$ cat src/asr_regs.svh
// constants of the converter readout chain: timing counts and code limits
// assumes a 125 MHz system clock and a slower host-driven shift clock
//
// Operation
// - strobe rising edge starts conversion, latches mode
// - select mode drives output only while strobe or input low
// - each shift clock advances result one bit; in select mode the fall that ends the busy level shifts nothing
// - serial input low at edge picks chain
// - chain mode passes input after 16 clocks
// - serial input high at edge picks select
// - select mode: input or strobe low enables
// - select mode busy indicator on output at finish
// - result shifted most significant bit first
// - two's complement, saturating at full scale
// - conversion timed by internal clock
`ifndef ASR_REGS_SVH
`define ASR_REGS_SVH

`define ASR_CLK_MHZ 125
`define ASR_CONV_TIME_NS 3200
`define ASR_CONV_CYCLES ((`ASR_CONV_TIME_NS * `ASR_CLK_MHZ) / 1000)
`define ASR_RESULT_BITS 16
`define ASR_CODE_MAX 16'h7fff
`define ASR_CODE_MIN 16'h8000
`define ASR_CONV_RST 16'h0000

`endif

$ cat src/asr_pkg.sv
// types shared by the readout chain modules
// assumes asr_regs.svh supplies the numeric constants
package asr_pkg;
    typedef enum logic [1:0] {
        ASR_IDLE = 2'b00,
        ASR_CONV = 2'b01,
        ASR_DONE = 2'b10
    } asr_state_e;

    typedef enum logic {
        ASR_MODE_CHAIN = 1'b0,
        ASR_MODE_SELECT = 1'b1
    } asr_mode_e;
endpackage : asr_pkg

$ cat src/asr_sync_if.sv
// bundle from the pin synchroniser to the readout core
// assumes all members are on the system clock
interface asr_sync_if;
    logic strobe;
    logic strobe_rise;
    logic shift_clk_fall;
    logic chain_in;

    modport src (
        output strobe,
        output strobe_rise,
        output shift_clk_fall,
        output chain_in
    );
    modport dst (
        input strobe,
        input strobe_rise,
        input shift_clk_fall,
        input chain_in
    );
endinterface : asr_sync_if

$ cat src/asr_pin_sync.sv
// two-stage synchronisers and edge finders for the host pins
// assumes pins are asynchronous to clock and slower than a quarter of it
module asr_pin_sync (
    // system
    input wire logic clock,
    input wire logic rst,
    // pins
    input wire logic convert_strobe,
    input wire logic shift_clk,
    input wire logic serial_chain_in,
    // to core
    asr_sync_if.src sync
);
    logic [1:0] strobe_q;
    logic [1:0] sck_q;
    logic [1:0] sdi_q;
    logic strobe_prev_q;
    logic sck_prev_q;

    always_ff @(posedge clock or posedge rst) begin
        if (rst) begin
            strobe_q <= 2'b00;
            sck_q <= 2'b00;
            sdi_q <= 2'b00;
        end else begin
            strobe_q <= {strobe_q[0], convert_strobe};
            sck_q <= {sck_q[0], shift_clk};
            sdi_q <= {sdi_q[0], serial_chain_in};
        end
    end

    // edge detection only on the second stage
    always_ff @(posedge clock or posedge rst) begin
        if (rst) begin
            strobe_prev_q <= 1'b0;
            sck_prev_q <= 1'b0;
        end else begin
            strobe_prev_q <= strobe_q[1];
            sck_prev_q <= sck_q[1];
        end
    end

    assign sync.strobe = strobe_q[1];
    assign sync.strobe_rise = strobe_q[1] & ~strobe_prev_q;
    assign sync.shift_clk_fall = ~sck_q[1] & sck_prev_q;
    assign sync.chain_in = sdi_q[1];
endmodule : asr_pin_sync

$ cat src/asr_readout.sv
// conversion start, mode capture and serial readout of a 16-bit converter
// assumes the host drives strobe, shift clock and chain input; the analog
// result arrives as a signed sample with an over/under range flag pair
`include "asr_regs.svh"
module asr_readout (
    // system
    input wire logic clock,
    input wire logic rst,
    // host pins
    input wire logic convert_strobe,
    input wire logic shift_clk,
    input wire logic serial_chain_in,
    // sampled analog value from the front end
    input wire logic [15:0] sample_code,
    input wire logic sample_over,
    input wire logic sample_under,
    // serial output, three-state
    output logic serial_result_out,
    output logic serial_result_oe,
    // status
    output logic converting
);
    //**********************************************************
    // pin synchronisation
    //**********************************************************
    asr_sync_if sync ();

    asr_pin_sync u_sync (
        .clock(clock),
        .rst(rst),
        .convert_strobe(convert_strobe),
        .shift_clk(shift_clk),
        .serial_chain_in(serial_chain_in),
        .sync(sync.src)
    );

    //**********************************************************
    // conversion timing
    //**********************************************************
    localparam int CONV_CYC = `ASR_CONV_CYCLES;

    asr_pkg::asr_state_e state_q;
    asr_pkg::asr_mode_e mode_q;
    logic [15:0] conv_cnt_q;
    logic [15:0] result_q;
    logic [15:0] shift_q;
    logic [4:0] bit_cnt_q;
    logic busy_q;
    logic sdo_q;
    logic oe_q;
    logic conv_q;
    logic conv_end;
    logic [15:0] code_sat;
    logic sel_low;

    // sampling happens at the strobe edge; the chain mode decision uses
    // the synchronised input level at that same edge
    always_ff @(posedge clock or posedge rst) begin
        if (rst) begin
            mode_q <= asr_pkg::ASR_MODE_SELECT;
        end else if (sync.strobe_rise && state_q != asr_pkg::ASR_CONV) begin
            // a rise during a conversion is ignored, so the mode stays put
            mode_q <= sync.chain_in ? asr_pkg::ASR_MODE_SELECT : asr_pkg::ASR_MODE_CHAIN;
        end
    end

    // internal clock only; shift clock is not needed while converting
    always_ff @(posedge clock or posedge rst) begin
        if (rst) begin
            state_q <= asr_pkg::ASR_IDLE;
            conv_cnt_q <= 16'h0000;
        end else begin
            unique case (state_q)
                asr_pkg::ASR_IDLE: begin
                    if (sync.strobe_rise) begin
                        state_q <= asr_pkg::ASR_CONV;
                        conv_cnt_q <= 16'h0000;
                    end
                end
                asr_pkg::ASR_CONV: begin
                    if (conv_end) begin
                        state_q <= asr_pkg::ASR_DONE;
                    end else begin
                        conv_cnt_q <= conv_cnt_q + 16'h0001;
                    end
                end
                asr_pkg::ASR_DONE: begin
                    if (sync.strobe_rise) begin
                        state_q <= asr_pkg::ASR_CONV;
                        conv_cnt_q <= 16'h0000;
                    end
                end
                default: begin
                    state_q <= asr_pkg::ASR_IDLE;
                end
            endcase
        end
    end

    // the host must allow the full time before reading
    assign conv_end = (state_q == asr_pkg::ASR_CONV) && (conv_cnt_q == 16'(CONV_CYC - 1));

    //**********************************************************
    // result coding
    //**********************************************************
    always_comb begin
        if (sample_over) begin
            code_sat = `ASR_CODE_MAX;
        end else if (sample_under) begin
            code_sat = `ASR_CODE_MIN;
        end else begin
            code_sat = sample_code;
        end
    end

    always_ff @(posedge clock or posedge rst) begin
        if (rst) begin
            result_q <= `ASR_CONV_RST;
        end else if (sync.strobe_rise && state_q != asr_pkg::ASR_CONV) begin
            result_q <= code_sat;
        end
    end

    //**********************************************************
    // serial output
    //**********************************************************
    assign sel_low = ~sync.strobe | ~sync.chain_in;

    // shift register: msb first; in chain mode the input fills from the
    // bottom so it reaches the output after 16 shift clocks
    always_ff @(posedge clock or posedge rst) begin
        if (rst) begin
            shift_q <= 16'h0000;
            bit_cnt_q <= 5'h00;
        end else if (conv_end) begin
            shift_q <= result_q;
            bit_cnt_q <= 5'h00;
        end else if (sync.shift_clk_fall && state_q == asr_pkg::ASR_DONE) begin
            if (mode_q == asr_pkg::ASR_MODE_CHAIN) begin
                shift_q <= {shift_q[14:0], sync.chain_in};
                bit_cnt_q <= bit_cnt_q + 5'h01;
            end else if (sel_low && !busy_q && bit_cnt_q != 5'h10) begin
                // the fall that ends the busy level shifts nothing
                shift_q <= {shift_q[14:0], 1'b0};
                bit_cnt_q <= bit_cnt_q + 5'h01;
            end
        end
    end

    // busy indicator: armed when selected as the conversion ends
    always_ff @(posedge clock or posedge rst) begin
        if (rst) begin
            busy_q <= 1'b0;
        end else if (conv_end && mode_q == asr_pkg::ASR_MODE_SELECT && sel_low) begin
            // set wins over a clear in the same cycle
            busy_q <= 1'b1;
        end else if (sync.strobe_rise) begin
            busy_q <= 1'b0;
        end else if (sync.shift_clk_fall) begin
            busy_q <= 1'b0;
        end
    end

    always_ff @(posedge clock or posedge rst) begin
        if (rst) begin
            sdo_q <= 1'b0;
            oe_q <= 1'b0;
        end else if (mode_q == asr_pkg::ASR_MODE_SELECT) begin
            // low during conversion, high from its end until the first shift clock when busy
            sdo_q <= (state_q == asr_pkg::ASR_DONE) ? (busy_q | shift_q[15]) : 1'b0;
            oe_q <= sel_low && !(state_q == asr_pkg::ASR_DONE && bit_cnt_q == 5'h10);
        end else begin
            // chain: host reads with strobe high so always driven
            sdo_q <= shift_q[15];
            oe_q <= 1'b1;
        end
    end

    always_ff @(posedge clock or posedge rst) begin
        if (rst) begin
            conv_q <= 1'b0;
        end else begin
            conv_q <= (state_q == asr_pkg::ASR_CONV) && !conv_end;
        end
    end

    assign serial_result_out = sdo_q;
    assign serial_result_oe = oe_q;
    assign converting = conv_q;
endmodule : asr_readout

$ cat config.mk
export PLATFORM = sky130hd
export DESIGN_NAME = asr_readout
export DESIGN_NICKNAME = d
export VERILOG_FILES = /design/src/asr_pkg.sv /design/src/asr_sync_if.sv /design/src/asr_pin_sync.sv /design/src/asr_readout.sv
export VERILOG_INCLUDE_DIRS = /design/src
export SDC_FILE = /design/constraint.sdc
export NUM_CORES = 1
export LEC_CHECK = 0
export BUFFER_PORTS_ARGS = -buffer_cell sky130_fd_sc_hd__buf_2
export CORE_MARGIN = 2
export CORE_UTILIZATION = 55
export CTS_BUF_LIST = sky130_fd_sc_hd__clkbuf_8
export CTS_CLUSTER_DIAMETER = 60
export CTS_CLUSTER_SIZE = 10
export DETAILED_ROUTE_END_ITERATION = 7
export GPL_TIMING_DRIVEN = 0
export PLACE_DENSITY = 0.78
export SLEW_MARGIN = 20
export SYNTH_ARGS = -nofsm -noshare
export SYNTH_HDL_FRONTEND = slang
export SYNTH_SLANG_ARGS = --single-unit
$ cat constraint.sdc
create_clock -name clock -period 2.1 [get_ports clock]
set_clock_uncertainty 0.15 [all_clocks]
set_input_delay 0.42 -clock clock [delete_from_list [all_inputs] [get_ports clock]]
set_output_delay 0.42 -clock clock [all_outputs]
set_load 0.1 [all_outputs]
* Word-level counts from Yosys, hierarchy flattened
Index checks and enable logic that the tools add are counted.
Storage, ports and cells: register bits 68, logic and storage cells 79, output and inout port bits 3
Cells by class: reduce and logical (&&, ||, !) cells 21, eq/ne operators 10, bitwise operators 8, mux-type cells 23, add/subtract/negate cells 2
Operator list (number):
- $mux W16 | 8
- $pmux W16 S2 | 1
- $mux W5 | 4
- $add A16 B1 Y16 const B | 1
- $eq A16 B9 Y1 const B | 1
- $logic_and A1 B1 Y1 | 10
- $mux W1 | 7
- $add A5 B1 Y5 const B | 1
- $eq A5 B5 Y1 const B | 1
- $ne A5 B5 Y1 const B | 1
- $mux W2 | 2
- $ne A2 B1 Y1 const B | 2
- $ne A2 B2 Y1 const B | 2
- $not A1 Y1 | 4
- $pmux W2 S2 | 1
- $reduce_and A2 Y1 | 2
- $reduce_bool A2 Y1 | 2
- $logic_not A1 Y1 | 3
- $ne A3 B1 Y1 const B | 1
- $reduce_and A3 Y1 | 1
- $reduce_bool A3 Y1 | 1
- $and A1 B1 Y1 | 2
- $eq A2 B1 Y1 const B | 1
- $eq A2 B2 Y1 const B | 1
- other kinds (3) | 4

* Longest topological paths before layout
Gate-level depths: netlist (run 1).
word-level depth 8, mapped depth 9, depth with buffers taken out 7

* Cells and area by module
A second synthesis (run 1) with hierarchy kept.
Unflattened totals: cell total of the unflattened synthesis 377, area, all modules 3627.2 um2
Modules (own cells, without submodules):
- asr_readout | area an instance 3395.8 um2, cells an instance 366, seq. area each 1502.7 um2, instances 1
- asr_pin_sync | area an instance 231.5 um2, cells an instance 11, seq. area each 200.2 um2, instances 1

* Least setup slack after synthesis (run 1)
No wires, ideal clock.
path type reg-to-reg, start point reg bit_cnt_q[0], end point reg shift_q[11], required time 1.832 ns, clock period less this slack 2.035 ns, buffers on the path 2, data arrival time 1.767 ns, slack 0.065 ns, library setup time 0.118 ns, cell stages (with the launch flop) 10, cells stage by stage dfrtp_1 inv_1 ha_1 nor4bb_2 o31a_2 nor2b_1 buf_6 nor2_4 buf_4 a21o_1
Between the ends: longest elaborated chain between the ends 4
RTL lines:
- start: declaration | RTL line asr_readout.sv:47 | logic [4:0] bit_cnt_q;
- start signal: assignment | RTL line asr_readout.sv:141 | bit_cnt_q <= bit_cnt_q + 5'h01;
- start signal: assignment | RTL line asr_readout.sv:145 | bit_cnt_q <= bit_cnt_q + 5'h01;
- $ne A5 B5 Y1 | RTL line asr_readout.sv:142 | end else if (sel_low && !busy_q && bit_cnt_q != 5'h10) begin
- $logic_and A1 B1 Y1 | RTL line asr_readout.sv:142
- $ne A3 B1 Y1 (no line)
- $reduce_and A2 Y1 (no line)
- end signal: assignment | RTL line asr_readout.sv:136 | shift_q <= result_q;
- end signal: assignment | RTL line asr_readout.sv:140 | shift_q <= {shift_q[14:0], sync.chain_in};
- end signal: assignment | RTL line asr_readout.sv:144 | shift_q <= {shift_q[14:0], 1'b0};
- end: declaration | RTL line asr_readout.sv:46 | logic [15:0] shift_q;
Every way passes these cells. A chain may end at the register's enable or synchronous reset.

* Final worst setup path (run 1)
start point reg bit_cnt_q[0], end point reg bit_cnt_q[0]
Between the ends: longest elaborated chain between the ends 5, elaborated cells on any way between the ends 9, classes of those cells add/sub: 1; eq/ne: 2; mux: 4; reduce/logical: 2
RTL lines:
- $add A5 B1 Y5 | RTL line asr_readout.sv:141, asr_readout.sv:145
- $mux W5 | RTL line asr_readout.sv:142
- $mux W5 | RTL line asr_readout.sv:139 | if (mode_q == asr_pkg::ASR_MODE_CHAIN) begin
- $mux W5 | RTL line asr_readout.sv:138 | end else if (sync.shift_clk_fall && state_q == asr_pkg::ASR_DONE) begin
- $mux W5 | RTL line asr_readout.sv:135 | end else if (conv_end) begin
Parallel ways exist; a longest one is shown, timed or not. The select of a mux whose other input is x is not followed.

==> reports/results.md, run 1 <==
| Parameter | Value | Unit |
|:---|:---|:---|
| Run status | finished, final reports clean | - |
| Simple-gate portion of the synthesized area | 0.183 | - |
| GRT overflow | 0 | - |
| Average routed wire per standard cell | 14.4 | um |
| Worst slack after detailed placement | -0.125 | ns |
| Overall die area | 6230 | sq um |
| Number of inserted filler cells in the final layout | 439 | - |
| Yosys Warn Count | 0 | - |
| DRT iter0 DRCs | 116 | - |
| Period Utilization, post-route | 0.990 | - |
| TritonCTS sink count | 68 | - |
| Largest family of logic cells by synthesized area | compound AO/OA/AOI/OAI gates | - |
| Number of clock buffers inserted by TritonCTS | 9 | - |
| Core area | 5470 | sq um |
| Synthesized-area fraction occupied by adder cells | 0.0122 | - |
| Highest clock rate | 481 | MHz |
| Synthesized instance count | 288 | - |
| HP Start | serial_chain_in | - |
| Detailed Route WL | 5.94 | mm |
| Synthesized-area fraction occupied by xor and xnor cells | 0.00284 | - |
| Clock latency on the worst-skew pair | 0.35 | ns |
| Clock period minus final worst setup slack | 2.08 | ns |
| Starting Density | 0.564 | - |
| Register-to-register setup slack | 0.02 | ns |
| Hold-critical path endpoint | u_sync.sdi_q[0] | - |
| Endpoint type of the worst setup path | register | - |
| Count of distinct cell types in the synthesized netlist | 48 | - |
| Startpoint of the lowest-slack register-to-register path | bit_cnt_q[0] | - |
| Clk buf depth | 2 | - |
| Path category of the worst min-delay check | primary input to register | - |
| Top FF cell, synth | sky130_fd_sc_hd__dfrtp_1 | - |
| Antenna violations before repair | 0 | - |
| Worst hold path depth | 1 | - |
| Total via count after detailed routing | 2,309 | - |
| Setup slack after layout | 0.0203 | ns |
| Most numerous cell in the Yosys netlist | sky130_fd_sc_hd__dfrtp_1 | - |
| Number of cells traversed by the worst register-to-register path | 9 | - |
| Deepest level of the CTS H-tree | 3 | - |
| Nets | 360 | - |
| Worst slew slack as a fraction of its limit | 0.680 | - |
| Multiplexer share of the synthesized area | 0.0211 | - |
| Post-route DRC violation count | 0 | - |
| Cell types with the highest counts after synthesis | sky130_fd_sc_hd__dfrtp_1 (67), sky130_fd_sc_hd__nand2_1 (29), sky130_fd_sc_hd__a21oi_1 (23) | - |
| Die height | 78.9 | um |
| First-pass iteration count of the detailed router | 4 | - |
| End of the worst register-to-register path | bit_cnt_q[0] | - |
| Via count of the first global-routing pass | 2,244 | - |
| Post-synthesis compound-gate area fraction | 0.189 | - |
| Via/cell ratio | 5.62 | - |
| Placed cell count | 386 | - |
| Antenna violation net count after detailed routing | 0 | - |
| Maximum VDD drop | 0.638 | mV |
| Pin count of the biggest net entering global routing | 32 | - |
| Setup repair after global routing missed its margin | true | - |
| Final number of max-transition violations | 0 | - |
| Die span in x | 78.9 | um |
| Fraction of post-synthesis cell area in the top cell type by area | 0.543 | - |
| Antenna diode count | 0 | - |
| Pin slew with the least headroom to its limit | 0.483 | ns |
| Number of buffer cells added on primary ports | 24 | - |
| Critical Path Start Type | register | - |
| Avg Inst Size Synth | 10.7 | sq um |
| Pwr/cell area | 881 | nW/um^2 |
| Required time at the endpoint of the critical path | 2.18 | ns |
| Count of final setup violators | 0 | - |
| Post-synthesis register bit count | 68 | - |
| Final hold violation count | 0 | - |
| Total standard cell area after synthesis | 3090 | sq um |
| Worst Path Class, Setup | register to register | - |
| Data arrival time of the worst path | 2.16 | ns |
| Global-route wire length before repair | 10.2 | mm |
| Root buffer cell | sky130_fd_sc_hd__clkbuf_8 | - |
| Count of flip-flops with a built-in enable after synthesis | 0 | - |
| Post-synth top area cell | sky130_fd_sc_hd__dfrtp_1 | - |
| Final non-filler cell total | 411 | - |
| Maximum fanout along the worst path | 8 | - |
| Global router's overall resource usage | 0.212 | - |
| Largest cells by area after synthesis | sky130_fd_sc_hd__dfrtp_1 (54%), sky130_fd_sc_hd__a22o_1 (6.0%), sky130_fd_sc_hd__a21o_1 (3.9%), sky130_fd_sc_hd__a21oi_1 (3.7%), sky130_fd_sc_hd__o21ai_0 (3.6%) | - |
| Multi-input gate area in the final layout | 1300 | sq um |
| Share of synthesized flip-flops with an asynchronous set or reset | 1.00 | - |
| Post-detailed-placement cell area | 3350 | sq um |
| Total number of placement rows | 27 | - |
| Synth-to-Final Area Change | 20.0 | % |
| Area used by sequential logic in the layout | 1700 | sq um |
| Synthesized Nets | 314 | - |
| Clock transition time at the flip-flop clock pins of the worst setup and hold paths | 0.07 | ns |
| Post-route cell area | 3700 | sq um |
| Post-synthesis sequential area ratio | 0.552 | - |
| Maximum capacitance violations | 0 | - |
| Clock tree from TritonCTS | yes | - |
| Ports | 26 | - |
| Leakage component of the power | 1.86 | nW |
| DP Wirelength | 4.05 | mm |
| Share of layout cells above drive strength 1 | 0.236 | - |
| GPL Wtd Cong | 0.841 | - |
## report_power, final
part           total, mW  internal (mW)  switching, mW
clock               1.19          0.673          0.521
combinational      0.438          0.185          0.253
sequential          1.63           1.49          0.142
total               3.26           2.35          0.915
## layout by cell type (no fill, tap or decap), drive strengths merged, types with 2 or more instances in the layout
cell type / synthesis / final
and3b: 2 / 2
a21o: 16 / 16
and3: 5 / 5
or3: 2 / 2
inv: 6 / 5
a22o: 21 / 21
nor2: 10 / 10
dfrtp: 67 / 67
buf: 10 / 44
nand2b: 4 / 4
clkbuf: 7 / 16
nand2: 30 / 30
clkinvlp: 0 / 3
clkinv: 0 / 3
nand4: 8 / 8
ha: 3 / 3
nor2b: 4 / 4
a21oi: 23 / 23
and2: 3 / 3
nor4b: 4 / 4
bufinv: 0 / 2
mux2: 4 / 4
nand3: 17 / 17
or4b: 3 / 3
o21ai: 23 / 23
mux2i: 2 / 2
## how the worst max path moves through the flow
| stage | from | to | cells past startpoint |
|---|---|---|---|
| finish | bit_cnt_q[0] | bit_cnt_q[0] | 9 |
| global route | bit_cnt_q[0] | bit_cnt_q[0] | 9 |
| CTS | bit_cnt_q[1] | shift_q[14] | 9 |
| detailed placement | bit_cnt_q[0] | shift_q[11] | 9 |
| global placement | bit_cnt_q[0] | shift_q[11] | 9 |
| floorplan | bit_cnt_q[0] | shift_q[11] | 9 |
## routing by layer
layer | part of all wire | global-route usage | up-vias
li1 | - | - | 1136
met1 | 0.45 | 0.281 | 1110
met2 | 0.49 | 0.339 | 52
met3 | 0.036 | 0.0375 | 11
met4 | 0.022 | 0.100 | 0
met5 | 0 | 0 | -
## metrics by stage
stage	hold slack, ns	total power, mW	utilization	setup TNS (ns)
finish	0.0278	3.26	0.677	0
global route	0.0143	3.43	0.677	-0.0336
CTS	0.0164	3.27	0.662	0
detailed placement	0.192	2.08	0.612	-1.25
global placement	0.182	2.04	0.603	-1.05
floorplan	0.181	1.94	-	0
## cell type report
class / instances / share of cell area
timing repair buffer: 35 / 0.0686
clock inverter: 7 / 0.0274
buffer: 17 / 0.0294
tap: 72 / 0.0243
clock buffer: 9 / 0.0334
multi-input combinational: 197 / 0.350
sequential: 68 / 0.460
inverter: 6 / 0.00709
## flip-flops by register name, indices dropped and copies added, names as in the netlist, 2 cells and up
signal,count
result_q,16
u_sync.sdi_q,2
state_q,2
conv_cnt_q,16
u_sync.strobe_q,2
u_sync.sck_q,2
bit_cnt_q,5
shift_q,16
## kinds of logic (layout without fill, tap and decap cells)
kind of cell    after synthesis  in the layout
simple gates                 99             99
compound gates               88             88
flops                        68             68
buf+inv                      23             74
mux                           6              6
fa+ha+maj                     3              3
xor+xnor                      1              1
## worst max-delay path, cell delays in order, from the launching register on
cell                       delay (ns)
sky130_fd_sc_hd__dfrtp_1         0.36
sky130_fd_sc_hd__inv_1           0.05
sky130_fd_sc_hd__ha_2            0.18
sky130_fd_sc_hd__nor4bb_4        0.15
sky130_fd_sc_hd__o31a_2          0.36
sky130_fd_sc_hd__nor2b_2         0.13
sky130_fd_sc_hd__buf_6           0.14
sky130_fd_sc_hd__nor2_4          0.07
sky130_fd_sc_hd__buf_6           0.12
sky130_fd_sc_hd__mux2_2          0.26
## what timing repair did
action	in CTS	in global routing
endpoints found under the hold margin	17	0
endpoints found under the setup margin	12	19
gates resized for setup	1	10
hold buffers	1	0
pin swaps	2	4
buffers inserted	3	5
No activity file was read; power rests on OpenSTA's default activity.
==> inputs of run 2 (changes only) <==
- ABC_AREA: unset -> 1
- CORE_UTILIZATION: 55 -> 56
- PLACE_DENSITY: 0.78 -> 0.79
==> run 2 against run 1 <==
Effect of this change: hold slack lost 0.0010 ns; combinational power increased by 4%; die area increased by 7.4%; utilization down 1.6 points; final area up 5.0%; via count increased by 20%; register-to-register slack gained 0.20 ns; highest routed layer unchanged; maximum frequency rose by 11%; largest cell class unchanged; largest power group unchanged.
==> reports/results.md, run 2 <==
| Parameter | Value | Unit | Change |
|:---|:---|:---|:---|
| Run status | finished, final reports clean | - |  |
| Post-synthesis sequential area ratio | 0.502 | - | -0.0493 |
| Starting Density | 0.576 | - | +0.0119 |
| Clk buf depth | 2 | - | unchanged |
| First-pass iteration count of the detailed router | 4 | - | unchanged |
| Fin Setup TNS | 0 | ns | unchanged |
| Data arrival time of the worst path | 1.96 | ns | -0.20 ns |
| Simple-gate portion of the synthesized area | 0.339 | - | +0.156 |
| Global-route wire length before repair | 11.6 | mm | +14% |
| Number of clock buffers inserted by TritonCTS | 9 | - | unchanged |
| Antenna violations before repair | 0 | - | unchanged |
| Cell types with the highest counts after synthesis | sky130_fd_sc_hd__nand2_1 (151), sky130_fd_sc_hd__nand3_1 (68), sky130_fd_sc_hd__dfrtp_1 (67) | - |  |
| Total via count after detailed routing | 2,768 | - | +20% |
| Largest family of logic cells by synthesized area | simple AND/OR/NAND/NOR gates | - |  |
| Delay of the slowest cell on the worst path | 0.39 | ns | +0.03 ns |
| Count of flip-flops with a built-in enable after synthesis | 0 | - | unchanged |
| Die span in x | 81.8 | um | +3.7% |
| Synth-to-Final Area Change | 14.8 | % |  |
| Top FF cell, synth | sky130_fd_sc_hd__dfrtp_1 | - |  |
| Core area | 5890 | sq um | +7.5% |
| Register-to-register setup slack | 0.22 | ns | +0.20 ns |
| Maximum VDD drop | 0.497 | mV | -22% |
| Via/cell ratio | 5.01 | - | -11% |
| Multiplexer share of the synthesized area | 0 | - | -0.0211 |
| Clock latency on the worst-skew pair | 0.34 | ns | about the same |
| Post-synthesis register bit count | 68 | - | unchanged |
| Required time at the endpoint of the critical path | 2.18 | ns | about the same |
| Overall die area | 6690 | sq um | +7.4% |
| Largest cells by area after synthesis | sky130_fd_sc_hd__dfrtp_1 (49%), sky130_fd_sc_hd__nand2_1 (17%), sky130_fd_sc_hd__nand3_1 (10%), sky130_fd_sc_hd__inv_1 (4.5%), sky130_fd_sc_hd__o21ai_0 (3.2%) | - |  |
| Maximum capacitance violations | 0 | - | unchanged |
| Synthesized-area fraction occupied by xor and xnor cells | 0.0233 | - | +0.0204 |
| Worst slew slack as a fraction of its limit | 0.675 | - | -0.00478 |
| Count of final setup violators | 0 | - | unchanged |
| Detailed Route WL | 6.48 | mm | +9.2% |
| Startpoint of the lowest-slack register-to-register path | conv_cnt_q[1] | - |  |
| Share of synthesized flip-flops with an asynchronous set or reset | 1.00 | - | unchanged |
| Highest clock rate | 533 | MHz | +11% |
| Synthesized Nets | 460 | - | +46% |
| Antenna violation net count after detailed routing | 0 | - | unchanged |
| Count of distinct cell types in the synthesized netlist | 27 | - | -44% |
| TritonCTS sink count | 68 | - | unchanged |
| Die height | 81.8 | um | +3.7% |
| Pwr/cell area | 835 | nW/um^2 | -5.2% |
| Number of buffer cells added on primary ports | 25 | - | +4.2% |
| Total standard cell area after synthesis | 3390 | sq um | +9.8% |
| Ports | 26 | - | unchanged |
| DRT iter0 DRCs | 154 | - | +33% |
| Endpoint type of the worst setup path | register | - |  |
| Post-synthesis compound-gate area fraction | 0.0472 | - | -0.142 |
| Most common cell after layout, fill and taps aside | sky130_fd_sc_hd__nand2_1 | - |  |
| Yosys Warn Count | 0 | - | unchanged |
| HP Start | shift_clk | - |  |
| Number of cells traversed by the worst register-to-register path | 9 | - | unchanged |
| Average routed wire per standard cell | 11.7 | um | -19% |
| Hold-critical path endpoint | u_sync.sck_q[0] | - |  |
| Synthesized-area fraction occupied by adder cells | 0.0111 | - | -0.00109 |
| Via count of the first global-routing pass | 2,672 | - | +19% |
| Pin count of the biggest net entering global routing | 31 | - | -3.1% |
| Number of inserted filler cells in the final layout | 502 | - | +14% |
| Deepest level of the CTS H-tree | 3 | - | unchanged |
| Largest registers in the final layout | conv_cnt_q: 16 flops, result_q: 16 flops, shift_q: 16 flops | - |  |
| Share of layout cells above drive strength 1 | 0.153 | - | -0.0833 |
| Crit path max-delay cell type | sky130_fd_sc_hd__dfrtp_1 | - |  |
| Global router's overall resource usage | 0.225 | - | +0.0132 |
| GRT overflow | 0 | - | unchanged |
| Period Utilization, post-route | 0.894 | - | -0.0962 |
| Setup repair after global routing missed its margin | false | - |  |
| End of the worst register-to-register path | bit_cnt_q[4] | - |  |
| Final number of max-transition violations | 0 | - | unchanged |
| GPL Wtd Cong | 0.879 | - | +4.5% |
| Nets | 499 | - | +39% |
| Cells traversed along the worst timing path | ha_1 > nand3_2 > nor2_2 > nand3_1 > buf_4 > nand2_2 > inv_1 > nand2_1 > nand2_1 | - |  |
| DP Wirelength | 4.81 | mm | +19% |
| Critical Path Start Type | register | - |  |
| Total number of placement rows | 28 | - | +3.7% |
| Avg Inst Size Synth | 7.81 | sq um | -27% |
| Pin slew with the least headroom to its limit | 0.490 | ns | +0.00722 ns |
| Most numerous cell in the Yosys netlist | sky130_fd_sc_hd__nand2_1 | - |  |
| Leading cell types in the layout, fill and taps excluded | sky130_fd_sc_hd__nand2_1 (151), sky130_fd_sc_hd__nand3_1 (68), sky130_fd_sc_hd__dfrtp_1 (67) | - |  |
| Path category of the worst min-delay check | primary input to register | - |  |
| Antenna diode count | 0 | - | unchanged |
| Clock transition time at the flip-flop clock pins of the worst setup and hold paths | 0.08 | ns | about the same |
| Worst Path Class, Setup | register to register | - |  |
| Post-route DRC violation count | 0 | - | unchanged |
| Final Total Pwr | 3.25 | mW | -0.41% |
| Clock tree from TritonCTS | yes | - |  |
| Most used cell along the critical path | sky130_fd_sc_hd__nand2_1 | - |  |
| Root buffer cell | sky130_fd_sc_hd__clkbuf_8 | - |  |
| Final hold violation count | 0 | - | unchanged |
| Maximum fanout along the worst path | 10 | - | +2 |
| Synthesized instance count | 434 | - | +51% |
| Leakage component of the power | 2.07 | nW | +11% |
| Worst hold path depth | 1 | - | unchanged |
| Clock period minus final worst setup slack | 1.88 | ns | -0.202 ns |
| Post_cts resized | 0 | - | -1 |
| Fraction of post-synthesis cell area in the top cell type by area | 0.495 | - | -0.0485 |
| Post-synth top area cell | sky130_fd_sc_hd__dfrtp_1 | - |  |
[run 2: cells by family after synthesis]
logic type	after synthesis
AND/OR/NAND/NOR	268
flip-flops	68
buffers and inverters	58
AO/OA/AOI/OAI	28
XOR/XNOR	9
adder cells (fa/ha/maj)	3
[run 2: final cells by class]
class,instances,area [sq um],area share
Clock buffer,12,165,0.0425
Timing Repair Buffer,28,183,0.0470
Sequential cell,68,1700,0.438
Tap cell,75,93.8,0.0241
Multi-Input combinational cell,308,1430,0.367
Buffer,13,91.3,0.0235
Inverter,45,173,0.0444
Clock inverter,4,55.1,0.0142
[run 2: metal layers]
metal / GRT usage / vias up / part of all wire / routed length, um
met1: 0.271 / 1260 / 0.45 / 2930
met4: 0.0983 / 0 / 0.019 / 123
met3: 0.0330 / 12 / 0.026 / 170
met5: 0 / - / 0 / 0
met2: 0.398 / 50 / 0.50 / 3250
li1: - / 1446 / - / -
[run 2: timing repair]
action	CTS	global route
buffers inserted	0	0
hold buffers	1	0
hold endpoints to repair	16	0
[run 2: metrics by stage]
step / hold slack (ns) / utilization / instance area [sq um] / instances / worst slack (ns)
2_1_floorplan: 0.181 / - / 3390 / 434 / 0.451
3_3_place_gp: 0.183 / 0.614 / 3610 / 534 / 0.288
3_5_place_dp: 0.186 / 0.622 / 3660 / 536 / 0.227
4_1_cts: 0.0217 / 0.661 / 3890 / 553 / 0.222
5_1_grt: 0.0250 / 0.661 / 3890 / 553 / 0.0323
6_report: 0.0268 / 0.661 / 3890 / 553 / 0.222
[run 2: how the worst max path moves through the flow]
stage                         endpoint  cells after the start  slack (ns)          start
after floorplan            shift_q[11]                      8        0.45  conv_cnt_q[0]
after CTS                 bit_cnt_q[3]                      9        0.22  conv_cnt_q[1]
after detailed placement  bit_cnt_q[3]                      9        0.23  conv_cnt_q[1]
after global routing      bit_cnt_q[4]                      9        0.03  conv_cnt_q[0]
after global placement    bit_cnt_q[2]                      9        0.29  conv_cnt_q[1]
final                     bit_cnt_q[4]                      9        0.22  conv_cnt_q[1]
[run 2: where the power goes]
| group | internal (mW) | switching [mW] | leakage, nW | total, mW |
|---|---|---|---|---|
| clock network | 0.652 | 0.517 | 0.109 | 1.17 |
| logic | 0.173 | 0.284 | 1.08 | 0.457 |
| registers | 1.49 | 0.136 | 0.882 | 1.62 |
[run 2: worst max-delay path: cells and delay by family, from the launching register on]
family                     cells  cell delay, ns
and+or+nand+nor                6            0.69
adders and majority gates      1            0.24
buffers and inverters          2            0.30
DFF                            1            0.39
==> inputs of run 3 (changes only) <==
- CELL_PAD_IN_SITES_DETAIL_PLACEMENT: unset -> 1
- CELL_PAD_IN_SITES_GLOBAL_PLACEMENT: unset -> 1
- CORE_UTILIZATION: 56 -> 42
==> run 3 against run 2 <==
Effect of this change: register-to-register slack lost 0.03 ns; clock-buffer cell count shrank 3; global-route usage shrank 1.5 points; first-iteration DRC count shrank 45%; final cell count grew 4.9%; maximum frequency shrank 1.5%; critical path depth is the same; largest power group unchanged.
==> reports/results.md, run 3 (synthesis gave the netlist of run 2 again) <==
| Parameter | Value | Unit | Change |
|:---|:---|:---|:---|
| Worst slack after detailed placement | 0.209 | ns | -0.0183 ns |
| Average routed wire per standard cell | 14.0 | um | +19% |
| Internal Power | 2.21 | mW | -4.3% |
| Critical Path Start Type | register | - |  |
| Required time at the endpoint of the critical path | 2.19 | ns | about the same |
| GRT overflow | 0 | - | unchanged |
| First-pass iteration count of the detailed router | 4 | - | unchanged |
| Maximum capacitance violations | 0 | - | unchanged |
| Comb pwr share | 0.146 | - | +0.005 |
| Nets | 499 | - | unchanged |
| Final number of max-transition violations | 0 | - | unchanged |
| Leading cell types in the layout, fill and taps excluded | sky130_fd_sc_hd__nand2_1 (150), sky130_fd_sc_hd__nand3_1 (68), sky130_fd_sc_hd__dfrtp_1 (67) | - |  |
| Maximum VDD drop | 0.306 | mV | -39% |
| Switching power of the nets | 0.994 | mW | +6.0% |
| Count of final setup violators | 0 | - | unchanged |
| Worst slew slack as a fraction of its limit | 0.660 | - | -0.0154 |
| Deepest level of the CTS H-tree | 3 | - | unchanged |
| Setup repair after global routing missed its margin | false | - |  |
| Worst Path Class, Setup | register to register | - |  |
| Highest clock rate | 525 | MHz | -1.5% |
| Core area | 7770 | sq um | +32% |
| Post-route cell area | 3910 | sq um | +0.39% |
| Post-route DRC violation count | 0 | - | unchanged |
| Leakage component of the power | 2.05 | nW | -0.80% |
| DP Wirelength | 5.95 | mm | +24% |
| Synth-to-Final Area Change | 15.2 | % |  |
| Data arrival time of the worst path | 2.00 | ns | +0.04 ns |
| Worst hold slack | 0.0230 | ns | -0.00373 ns |
| Post-Route Utilization | 0.503 | - | -0.158 |
| Switching Share | 0.310 | - | +0.0214 |
| Global-route wire length before repair | 14.4 | mm | +24% |
| Clock period minus final worst setup slack | 1.91 | ns | +0.0285 ns |
| Detailed Route WL | 8.11 | mm | +25% |
| Ports | 26 | - | unchanged |
| Fin Setup TNS | 0 | ns | unchanged |
| Endpoint type of the worst setup path | register | - |  |
| Global router's overall resource usage | 0.209 | - | -0.0154 |
| Period Utilization, post-route | 0.908 | - | +0.0136 |
| Post-detailed-placement cell area | 3690 | sq um | +0.92% |
| Die height | 93.8 | um | +15% |
| Root buffer cell | sky130_fd_sc_hd__clkbuf_8 | - |  |
| Number of clock buffers inserted by TritonCTS | 9 | - | unchanged |
| Placed cell count | 563 | - | +5.0% |
| Flop pwr share | 0.507 | - | +0.007 |
| Clk buf depth | 2 | - | unchanged |
| Via count of the first global-routing pass | 3,017 | - | +13% |
| Antenna violation net count after detailed routing | 0 | - | unchanged |
| Pin count of the biggest net entering global routing | 28 | - | -9.7% |
| Pin slew with the least headroom to its limit | 0.510 | ns | +0.0198 ns |
| Clock tree from TritonCTS | yes | - |  |
| Run status | finished, final reports clean | - |  |
| Pwr/cell area | 821 | nW/um^2 | -1.7% |
| DRT iter0 DRCs | 85 | - | -45% |
| Maximum fanout along the worst path | 10 | - | unchanged |
| Via/cell ratio | 5.00 | - | about the same |
| Setup slack after layout | 0.194 | ns | -0.0285 ns |
| Worst setup path start | conv_cnt_q[0] | - |  |
| Total number of placement rows | 32 | - | +14% |
| Overall die area | 8810 | sq um | +32% |
| Antenna violations before repair | 0 | - | unchanged |
| HP Start | convert_strobe | - |  |
| TritonCTS sink count | 68 | - | unchanged |
| Final non-filler cell total | 580 | - | +4.9% |
| Path category of the worst min-delay check | primary input to register | - |  |
| Most common cell after layout, fill and taps aside | sky130_fd_sc_hd__nand2_1 | - |  |
| Total via count after detailed routing | 2,901 | - | +4.8% |
| Final hold violation count | 0 | - | unchanged |
| Clock transition time at the flip-flop clock pins of the worst setup and hold paths | 0.08 | ns | about the same |
| Antenna diode count | 0 | - | unchanged |
| Final Total Pwr | 3.21 | mW | -1.3% |
| Starting Density | 0.436 | - | -0.140 |
| Startpoint of the lowest-slack register-to-register path | conv_cnt_q[0] | - |  |
| Number of buffer cells added on primary ports | 25 | - | unchanged |
| GPL Wtd Cong | 0.818 | - | -6.9% |
| Share of layout cells above drive strength 1 | 0.155 | - | +0.00209 |
| Die span in x | 93.8 | um | +15% |
| Clk pwr share | 0.347 | - | -0.013 |
| Clock latency on the worst-skew pair | 0.35 | ns | about the same |
| Largest registers in the final layout | conv_cnt_q: 16 flops, result_q: 16 flops, shift_q: 16 flops | - |  |
run 3: changes by cell type in the layout (fill, tap and decap cells not counted), sizes merged:
cell,change
clkinvlp,+2
clkbuf,-3
inv,+1
run 3: final timing paths:
path                            slack (ns)            endpoint  cells after the start
worst min-delay path                  0.02  u_sync.strobe_q[0]                      1
worst max-delay path                  0.19        bit_cnt_q[4]                      9
min in group asynchronous             0.51   serial_result_out                      3
worst min register to register        0.21     u_sync.sdi_q[1]                      0
max in group asynchronous             0.60          shift_q[1]                      5
worst max register to register        0.19        bit_cnt_q[4]                      9
run 3: layer usage:
| layer | GRT usage | vias up | routed length (um) |
|---|---|---|---|
| met5 | 0 | - | 0 |
| met1 | 0.257 | 1399 | 3590 |
| met4 | 0.0725 | 0 | 137 |
| met2 | 0.372 | 32 | 4200 |
| met3 | 0.0337 | 12 | 180 |
| li1 | - | 1458 | - |
run 3: power by group through the flow:
stage | combinational, mW | clock, mW | sequential, mW
6_report | 0.469 | 1.11 | 1.62
5_1_grt | 0.551 | 1.20 | 1.65
4_1_cts | 0.482 | 1.13 | 1.63
3_5_place_dp | 0.473 | 0 | 1.65
3_3_place_gp | 0.440 | 0 | 1.64
2_1_floorplan | 0.325 | 0 | 1.65
run 3: cell type report:
class                      count  area, sq um
buffer                        13         91.3
clock inverter                 7         75.1
clock buffer                   9          124
multi-input combinational    308         1430
inverter                      45          173
tap                          102          128
timing repair buffer          28          183
fill                        1009         3860
sequential                    68         1700
run 3: timing repair:
action                                 CTS  global route
endpoints found under the hold margin   19             0
setup endpoints to repair                0             3
resized for setup                        0             1
setup buffers                            0             0
hold buffers                             1             0
run 3: critical path, cell delays in order (launching register included):
cell and delay [ns]:
sky130_fd_sc_hd__dfrtp_1 0.40, sky130_fd_sc_hd__ha_1 0.24, sky130_fd_sc_hd__nand3_2 0.15, sky130_fd_sc_hd__nor2_2 0.17
sky130_fd_sc_hd__nand3_1 0.14, sky130_fd_sc_hd__buf_4 0.22, sky130_fd_sc_hd__nand2_2 0.13, sky130_fd_sc_hd__inv_1 0.08
sky130_fd_sc_hd__nand2_1 0.06, sky130_fd_sc_hd__nand2_1 0.05
